## src/bank3_sfr_pkg.sv

```systemverilog
package bank3_sfr_pkg;

  localparam logic [8:0] ADDR_INDIRECT   = 9'h180;
  localparam logic [8:0] ADDR_OPTION     = 9'h181;
  localparam logic [8:0] ADDR_PCL        = 9'h182;
  localparam logic [8:0] ADDR_STATUS     = 9'h183;
  localparam logic [8:0] ADDR_POINTER    = 9'h184;
  localparam logic [8:0] ADDR_DIR_B      = 9'h186;
  localparam logic [8:0] ADDR_DIR_F      = 9'h187;
  localparam logic [8:0] ADDR_DIR_G      = 9'h188;
  localparam logic [8:0] ADDR_PROGRAM_COUNTER_HIGH_LATCH     = 9'h18a;
  localparam logic [8:0] ADDR_INTCTL     = 9'h18b;
  localparam logic [8:0] ADDR_PM_DATA_LO = 9'h18c;
  localparam logic [8:0] ADDR_PM_ADDR_LO = 9'h18d;
  localparam logic [8:0] ADDR_PM_DATA_HI = 9'h18e;
  localparam logic [8:0] ADDR_PM_ADDR_HI = 9'h18f;

  localparam logic [7:0] RST_OPTION  = 8'hff;
  localparam logic [7:0] RST_PCL     = 8'h00;
  localparam logic [7:0] RST_DIR     = 8'hff;
  localparam logic [7:0] RST_PROGRAM_COUNTER_HIGH_LATCH  = 8'h00;
  localparam logic [7:0] RST_INTCTL  = 8'h00;
  localparam logic [7:0] RST_ZERO    = 8'h00;
  // Status at power-up: banks 0, both reset-cause flags set, arithmetic flags clear.
  localparam logic [7:0] RST_STATUS  = 8'h18;

  localparam logic [7:0] MASK_PROGRAM_COUNTER_HIGH_LATCH   = 8'h1f;
  localparam logic [7:0] MASK_PM_DATH  = 8'h3f;
  localparam logic [7:0] MASK_PM_ADRH  = 8'h1f;

  localparam int BIT_IRP = 7;
  localparam int BIT_RP1 = 6;
  localparam int BIT_RP0 = 5;
  localparam int BIT_TO  = 4;
  localparam int BIT_PD  = 3;
  localparam int BIT_Z   = 2;
  localparam int BIT_DC  = 1;
  localparam int BIT_C   = 0;

  typedef struct packed {
    logic       wr;
    logic       clr;
    logic [8:0] addr;
    logic [7:0] data;
  } core_wr_t;

  typedef struct packed {
    logic upd_z;
    logic upd_dc;
    logic upd_c;
    logic sub;
    logic z;
    logic dc;
    logic c;
  } alu_flags_t;

endpackage

```

## src/bank3_sfr_and_status_flags.sv

```systemverilog
`timescale 1ns/1ps
`default_nettype none

// Functional notes
// - One status register holds arithmetic flags, reset-cause flags and bank select bits.
// - Any instruction may write the status register like any other location.
// - When an instruction updates zero, digit-carry or carry, the written data for them is ignored.
// - The time-out and power-down flags cannot be written by instructions.
// - Clearing the status register clears the three bank bits and sets zero, keeping the rest.
// - In subtraction carry and digit carry act as inverted borrow and inverted digit borrow.
// - Status bits 6 and 5 select the direct-addressing bank, 11 being the top bank.
// - Power-down is set at power-up or watchdog clear and cleared by sleep.
module bank3_sfr_and_status_flags (
  // Clock and reset
  input  wire logic                      mclk_in,
  input  wire logic                      rstn_in,
  // Core access
  input  wire bank3_sfr_pkg::core_wr_t   core_wr_in,
  input  wire logic [8:0]                rd_addr_in,
  output logic      [7:0]                rd_data_out,
  input  wire bank3_sfr_pkg::alu_flags_t alu_flags_in,
  // Reset-cause events from core
  input  wire logic                      watchdog_clear_instr_in,
  input  wire logic                      sleep_instr_in,
  input  wire logic                      watchdog_timeout_in,
  // Indirect data memory port
  output logic      [8:0]                indirect_addr_out,
  output logic                           indirect_wr_out,
  output logic      [7:0]                indirect_wdata_out,
  input  wire logic [7:0]                indirect_rdata_in,
  // Register contents
  output logic      [1:0]                direct_bank_out,
  output logic      [7:0]                status_flags_out,
  output logic      [7:0]                option_config_out,
  output logic      [7:0]                port_b_direction_out,
  output logic      [7:0]                port_f_direction_out,
  output logic      [7:0]                port_g_direction_out,
  output logic      [7:0]                interrupt_control_out,
  output logic      [7:0]                program_counter_low_out,
  output logic      [4:0]                program_counter_high_latch_out,
  output logic      [7:0]                progmem_data_low_out,
  output logic      [7:0]                progmem_address_low_out,
  output logic      [5:0]                progmem_data_high_out,
  output logic      [4:0]                progmem_address_high_out
);

  logic [7:0] option_reg;
  logic [7:0] pcl_reg;
  logic [7:0] status_reg;
  logic [7:0] status_next;
  logic [7:0] pointer_reg;
  logic [7:0] dir_b_reg;
  logic [7:0] dir_f_reg;
  logic [7:0] dir_g_reg;
  logic [7:0] program_counter_high_latch_reg;
  logic [7:0] intctl_reg;
  logic [7:0] pm_data_lo_reg;
  logic [7:0] pm_addr_lo_reg;
  logic [7:0] pm_data_hi_reg;
  logic [7:0] pm_addr_hi_reg;
  logic [7:0] wval;

  function automatic logic hit(input logic [8:0] a);
    hit = core_wr_in.wr && (core_wr_in.addr == a);
  endfunction

  // A clear writes zero through the same path as a move.
  assign wval = core_wr_in.clr ? bank3_sfr_pkg::RST_ZERO : core_wr_in.data;

  // Pointer plus the indirect bank bit forms the full nine-bit address.
  assign indirect_addr_out  = {status_reg[bank3_sfr_pkg::BIT_IRP], pointer_reg};
  // The decode function reads the write struct directly, and a continuous assignment would
  // not wake on it. The strobe is therefore built in a process that tracks what it reads.
  always_comb begin
    indirect_wr_out = hit(bank3_sfr_pkg::ADDR_INDIRECT);
  end
  assign indirect_wdata_out = wval;

  always_ff @(posedge mclk_in or negedge rstn_in) begin
    if (!rstn_in) begin
      option_reg     <= bank3_sfr_pkg::RST_OPTION;
      pcl_reg        <= bank3_sfr_pkg::RST_PCL;
      pointer_reg    <= bank3_sfr_pkg::RST_ZERO;
      dir_b_reg      <= bank3_sfr_pkg::RST_DIR;
      dir_f_reg      <= bank3_sfr_pkg::RST_DIR;
      dir_g_reg      <= bank3_sfr_pkg::RST_DIR;
      program_counter_high_latch_reg     <= bank3_sfr_pkg::RST_PROGRAM_COUNTER_HIGH_LATCH;
      intctl_reg     <= bank3_sfr_pkg::RST_INTCTL;
      pm_data_lo_reg <= bank3_sfr_pkg::RST_ZERO;
      pm_addr_lo_reg <= bank3_sfr_pkg::RST_ZERO;
      pm_data_hi_reg <= bank3_sfr_pkg::RST_ZERO;
      pm_addr_hi_reg <= bank3_sfr_pkg::RST_ZERO;
    end else begin
      if (hit(bank3_sfr_pkg::ADDR_OPTION)) begin
        option_reg <= wval;
      end
      if (hit(bank3_sfr_pkg::ADDR_PCL)) begin
        pcl_reg <= wval;
      end
      if (hit(bank3_sfr_pkg::ADDR_POINTER)) begin
        pointer_reg <= wval;
      end
      if (hit(bank3_sfr_pkg::ADDR_DIR_B)) begin
        dir_b_reg <= wval;
      end
      if (hit(bank3_sfr_pkg::ADDR_DIR_F)) begin
        dir_f_reg <= wval;
      end
      if (hit(bank3_sfr_pkg::ADDR_DIR_G)) begin
        dir_g_reg <= wval;
      end
      if (hit(bank3_sfr_pkg::ADDR_PROGRAM_COUNTER_HIGH_LATCH)) begin
        program_counter_high_latch_reg <= wval & bank3_sfr_pkg::MASK_PROGRAM_COUNTER_HIGH_LATCH;
      end
      if (hit(bank3_sfr_pkg::ADDR_INTCTL)) begin
        intctl_reg <= wval;
      end
      if (hit(bank3_sfr_pkg::ADDR_PM_DATA_LO)) begin
        pm_data_lo_reg <= wval;
      end
      if (hit(bank3_sfr_pkg::ADDR_PM_ADDR_LO)) begin
        pm_addr_lo_reg <= wval;
      end
      if (hit(bank3_sfr_pkg::ADDR_PM_DATA_HI)) begin
        pm_data_hi_reg <= wval & bank3_sfr_pkg::MASK_PM_DATH;
      end
      if (hit(bank3_sfr_pkg::ADDR_PM_ADDR_HI)) begin
        pm_addr_hi_reg <= wval & bank3_sfr_pkg::MASK_PM_ADRH;
      end
    end
  end

  // Flag results from the ALU override the written data, so a status write that
  // also updates flags may not give software the value it asked for.
  always_comb begin
    status_next = status_reg;
    if (hit(bank3_sfr_pkg::ADDR_STATUS)) begin
      status_next[bank3_sfr_pkg::BIT_IRP] = wval[bank3_sfr_pkg::BIT_IRP];
      status_next[bank3_sfr_pkg::BIT_RP1] = wval[bank3_sfr_pkg::BIT_RP1];
      status_next[bank3_sfr_pkg::BIT_RP0] = wval[bank3_sfr_pkg::BIT_RP0];
      // A clear sets zero by itself, so it holds even when the core sends no flag strobe.
      if (core_wr_in.clr) begin
        status_next[bank3_sfr_pkg::BIT_Z]  = 1'b1;
      end else begin
        status_next[bank3_sfr_pkg::BIT_Z]  = wval[bank3_sfr_pkg::BIT_Z];
        status_next[bank3_sfr_pkg::BIT_DC] = wval[bank3_sfr_pkg::BIT_DC];
        status_next[bank3_sfr_pkg::BIT_C]  = wval[bank3_sfr_pkg::BIT_C];
      end
    end
    // The ALU presents borrow flags already inverted during subtraction.
    if (alu_flags_in.upd_z) begin
      status_next[bank3_sfr_pkg::BIT_Z] = alu_flags_in.z;
    end
    if (alu_flags_in.upd_dc) begin
      status_next[bank3_sfr_pkg::BIT_DC] = alu_flags_in.dc;
    end
    if (alu_flags_in.upd_c) begin
      status_next[bank3_sfr_pkg::BIT_C] = alu_flags_in.c;
    end
    // Reset-cause flags follow only events, never data; the timeout event wins.
    if (sleep_instr_in) begin
      status_next[bank3_sfr_pkg::BIT_PD] = 1'b0;
      status_next[bank3_sfr_pkg::BIT_TO] = 1'b1;
    end
    if (watchdog_clear_instr_in) begin
      status_next[bank3_sfr_pkg::BIT_PD] = 1'b1;
      status_next[bank3_sfr_pkg::BIT_TO] = 1'b1;
    end
    if (watchdog_timeout_in) begin
      status_next[bank3_sfr_pkg::BIT_TO] = 1'b0;
    end
  end

  always_ff @(posedge mclk_in or negedge rstn_in) begin
    if (!rstn_in) begin
      status_reg <= bank3_sfr_pkg::RST_STATUS;
    end else begin
      status_reg <= status_next;
    end
  end

  always_comb begin
    unique case (rd_addr_in)
      bank3_sfr_pkg::ADDR_INDIRECT:   rd_data_out = indirect_rdata_in;
      bank3_sfr_pkg::ADDR_OPTION:     rd_data_out = option_reg;
      bank3_sfr_pkg::ADDR_PCL:        rd_data_out = pcl_reg;
      bank3_sfr_pkg::ADDR_STATUS:     rd_data_out = status_reg;
      bank3_sfr_pkg::ADDR_POINTER:    rd_data_out = pointer_reg;
      bank3_sfr_pkg::ADDR_DIR_B:      rd_data_out = dir_b_reg;
      bank3_sfr_pkg::ADDR_DIR_F:      rd_data_out = dir_f_reg;
      bank3_sfr_pkg::ADDR_DIR_G:      rd_data_out = dir_g_reg;
      bank3_sfr_pkg::ADDR_PROGRAM_COUNTER_HIGH_LATCH:     rd_data_out = program_counter_high_latch_reg;
      bank3_sfr_pkg::ADDR_INTCTL:     rd_data_out = intctl_reg;
      bank3_sfr_pkg::ADDR_PM_DATA_LO: rd_data_out = pm_data_lo_reg;
      bank3_sfr_pkg::ADDR_PM_ADDR_LO: rd_data_out = pm_addr_lo_reg;
      bank3_sfr_pkg::ADDR_PM_DATA_HI: rd_data_out = pm_data_hi_reg;
      bank3_sfr_pkg::ADDR_PM_ADDR_HI: rd_data_out = pm_addr_hi_reg;
      default:                        rd_data_out = bank3_sfr_pkg::RST_ZERO;
    endcase
  end

  assign direct_bank_out = {status_reg[bank3_sfr_pkg::BIT_RP1],
                            status_reg[bank3_sfr_pkg::BIT_RP0]};
  assign status_flags_out               = status_reg;
  assign option_config_out              = option_reg;
  assign port_b_direction_out           = dir_b_reg;
  assign port_f_direction_out           = dir_f_reg;
  assign port_g_direction_out           = dir_g_reg;
  assign interrupt_control_out          = intctl_reg;
  assign program_counter_low_out        = pcl_reg;
  assign program_counter_high_latch_out = program_counter_high_latch_reg[4:0];
  assign progmem_data_low_out           = pm_data_lo_reg;
  assign progmem_address_low_out        = pm_addr_lo_reg;
  assign progmem_data_high_out          = pm_data_hi_reg[5:0];
  assign progmem_address_high_out       = pm_addr_hi_reg[4:0];

endmodule

`default_nettype wire

```

## config.mk

```make
export PLATFORM = sky130hd
export DESIGN_NAME = bank3_sfr_and_status_flags
export DESIGN_NICKNAME = d
export VERILOG_FILES = /design/src/bank3_sfr_pkg.sv /design/src/bank3_sfr_and_status_flags.sv
export SDC_FILE = /design/constraint.sdc
export NUM_CORES = 1
export LEC_CHECK = 0
export BUFFER_PORTS_ARGS = -buffer_cell sky130_fd_sc_hd__clkbuf_2
export CAP_MARGIN = 10
export CORE_UTILIZATION = 51
export CTS_CLUSTER_DIAMETER = 150
export CTS_CLUSTER_SIZE = 25
export DETAILED_ROUTE_END_ITERATION = 10
export PLACE_DENSITY = 0.79
export SETUP_SLACK_MARGIN = 0.3
export SLEW_MARGIN = 20
export SYNTH_ARGS = -nofsm -noshare
export SYNTH_HDL_FRONTEND = slang
export SYNTH_SLANG_ARGS = --single-unit
```

## constraint.sdc

```tcl
create_clock -name mclk_in -period 2.59 [get_ports mclk_in]
set_input_delay 0.6475 -clock mclk_in [delete_from_list [all_inputs] [get_ports mclk_in]]
set_output_delay 0.6475 -clock mclk_in [all_outputs]
set_load 0.05 [all_outputs]
```

==> impl_metrics.py <==
metrics = {
    "sta": {
        "fmax_mhz": 366,
        "maxSlewViolCount": 0,
        "tightest_slew_ns": 0.629,
        "finalSetupViolations": 6,
        "worst_slack_ns": -0.141,
        "rsz0062_at_grt": "true",
        "finalHoldViolations": 0,
        "period_needed_ns": 2.73,
        "clock_skew_ns": 0,
        "min_period_over_period_pct": 105,
        "slew_headroom_pct": 58.0,
    },
    "grt": {
        "antenna_found_initial": 0,
        "grt_usage_pct": 33.0,
        "grt_max_degree": 48,
        "use_met2_pct": 54.8,
        "grt_pass1_wl_mm": 24.1,
        "grt_use_met1_pct": 41.3,
        "overflow": 0,
        "grt.busiest_layer": "met2",
        "use_met3_pct": 7.31,
        "grt_pass1_vias": 4348,
    },
    "setup_path": {
        "crit_path_cell_trace": "clkbuf_16 -> buf_6 -> buf_6 -> and2_4 -> a221oi_1 -> or3_4 -> a21oi_4 -> buf_12",
        "cpMostUsedCell": "buf_6",
        "r2r-start": "program_counter_high_latch_reg[1]$_DFFE_PN0P_",
        "crit_fanout": 7,
        "arrival_ns": 2.08,
        "critPathLaunch": "rd_addr_in[2]",
        "path_class": "in2out",
        "cp-end-kind": "primary output",
        "critPathRequiredTime_ns": 1.94,
        "setup.worst_path.start_class": "input port",
        "cp_slowest_stage_delay_ns": 0.44,
        "slowest_stage": "a221oi_1",
    },
    "logic_synthesis": {
        "syn_area_per_cell_sq_um": 12.2,
        "synthTopCellsByArea": "dfrtp_1 32%, mux2_2 24%, dfstp_2 18%",
        "synthAdderAreaFrac_pct": 0,
        "synth.distinct_cells": 41,
        "synthMuxAreaShare_pct": 28.1,
        "synth_edf_count": 0,
        "synthFlopType": "dfrtp_1",
        "ys_seq_area_share_pct": 50.5,
        "synth_top_area_share_pct": 32.0,
        "synth_compound_area_share_pct": 8.09,
        "synth_fp_nets": 444,
        "netlist_area_sq_um": 4840,
        "syn_inst": 396,
        "yosys_register_bits": 96,
        "yosysTopAreaCell": "dfrtp_1",
        "synth-async-reset-ratio_pct": 100,
        "synth_top_family_by_area": "multiplexers",
        "ys_warn_count": 0,
        "synth_xor_area_share_pct": 0,
        "synth-simple-area-share_pct": 10.1,
    },
    "cells_and_area": {
        "fin_nets": 660,
        "syn_to_final_growth_pct": 47.0,
        "layout_commonest_cell": "clkbuf_2",
        "diodes": 0,
        "drive_gt1_share_pct": 72.4,
        "fin_cells": 728,
        "final_cell_mix": "147 x clkbuf_2, 99 x mux2_2, 62 x dfrtp_1, 53 x buf_4, 34 x dfstp_2",
    },
    "placement": {
        "io_buffers": 162,
        "pre_cts_slack_ns": -0.234,
        "post-dp-hpwl_mm": 11.2,
        "gp_congestion": 0.948,
        "placed_cells": 694,
    },
    "floorplanning": {
        "io_pins": 164,
        "chipHeight_um": 99.4,
        "die-area_sq_um": 9890,
        "rows": 35,
        "core_sq_um": 9200,
        "die_x_um": 99.4,
        "initial_utilization_pct": 52.6,
    },
    "power": {
        "ir_worst_vdd_mv": 0.276,
        "p_per_area_nw_per_um2": 432,
        "total_power_mw": 3.07,
        "p_leak_nw": 3.47,
    },
    "outcome": {
        "status": "finished with violations",
        "violations": "setup timing",
    },
    "detailed_routing": {
        "vias": 4435,
        "dr.first_iter.drc_count": 298,
        "ant_nets": 0,
        "viasPerCell": 6.09,
        "drt_wl_total_mm": 16.7,
        "drc_errors": 0,
        "firstDrtPassIters": 5,
        "wl_per_cell_um": 22.9,
    },
    "clock_network": {
        "htreeDepth": 3,
        "numClockSinks": 96,
        "cts_root_buf": "clkbuf_8",
        "cts_made_buffers": 9,
        "clk_pin_slew_worst_paths_ns": 0.09,
        "cts_buffer_depth": 2,
        "tritoncts": "built",
        "clock_latency_ns": 0.36,
    },
    "hold_path": {
        "min_path_type": "in2async",
    },
    "job": {
        "drv_cap": 0,
    },
}
## per-stage QoR
step / hold slack (ns) / cell area, sq um / util, % / TNS [ns]
2_1_floorplan: 0.352 / 5060 / - / -0.0436
3_3_place_gp: 0.509 / 6360 / 69.1 / -1.38
3_5_place_dp: 0.516 / 6360 / 69.1 / -1.49
4_1_cts: 0.301 / 6990 / 76.0 / -0.347
5_1_grt: 0.320 / 7120 / 77.4 / -0.627
6_report: 0.276 / 7120 / 77.4 / -0.400
## timing repair
action,in CTS,in global routing
setup endpoints to repair,9,9
cloned,3,0
hold buffers,0,0
gates resized for setup,77,24
pin swaps,27,16
setup buffers,12,3
## synthesized netlist by cell type (all sizes together) (2+ instances only)
master   number
mux2        103
nor3b         5
a2111oi       2
nand3        10
a22oi         7
a31oi         5
o21ai        14
buf          12
nor4b         2
a221oi        7
inv           5
nor2         12
nand2b        2
mux4          5
dfstp        34
nor2b        17
dfrtp        62
a21o          2
clkbuf       19
a21oi        12
nor3          7
o31ai         2
nand3b        4
and2          3
or3           3
nand2        20
mux2i         9
a22o          3
## area by class of cell
cell class	instances	area, sq um
clock inverter	6	46.3
fill	554	2080
timing repair buffer	236	1720
sequential	96	2440
inverter	5	18.8
tap	111	139
multi-input combinational	264	2620
clock buffer	10	128
## worst paths after layout
kind	slack [ns]	end	depth (start not counted)
max	-0.14	rd_data_out[1]	8
min	0.28	interrupt_control_out[5]$_DFFE_PN0P_	1
max reg2reg	1.73	program_counter_high_latch_reg[1]$_DFFE_PN0P_	1
min reg2reg	0.54	pm_data_hi_reg[2]$_DFFE_PN0P_	1
max in group asynchronous	1.59	port_g_direction_out[7]$_DFFE_PN1P_	2
min in group mclk_in	0.38	status_flags_out[4]$_DFFE_PN1P_	2
## metal layers
| layer | share of wire, % | wire [um] |
|---|---|---|
| met5 | 0 | 0 |
| met4 | 3.7 | 610 |
| met3 | 7.5 | 1250 |
| met2 | 50 | 8290 |
| met1 | 39 | 6530 |
## where the power goes
group / total [mW] / internal [mW] / leakage, nW / switching (mW)
Sequential: 1.56 / 1.54 / 1.20 / 0.0273
Combinational: 0.587 / 0.226 / 2.18 / 0.361
Clock: 0.923 / 0.353 / 0.0824 / 0.570
Total: 3.07 / 2.11 / 3.47 / 0.958
## worst max-delay path: cells and delay by family
family / cells / cell delay, ns
AOI/OAI and AO/OA: 2 / 0.50
buffers and inverters: 4 / 0.52
and+or+nand+nor: 2 / 0.41
## cells by family after synthesis
group	after synthesis
AOI/OAI and AO/OA	59
buffers and inverters	36
DFF	96
muxes	117
and+or+nand+nor	88
(Power assumes the default switching activity.)
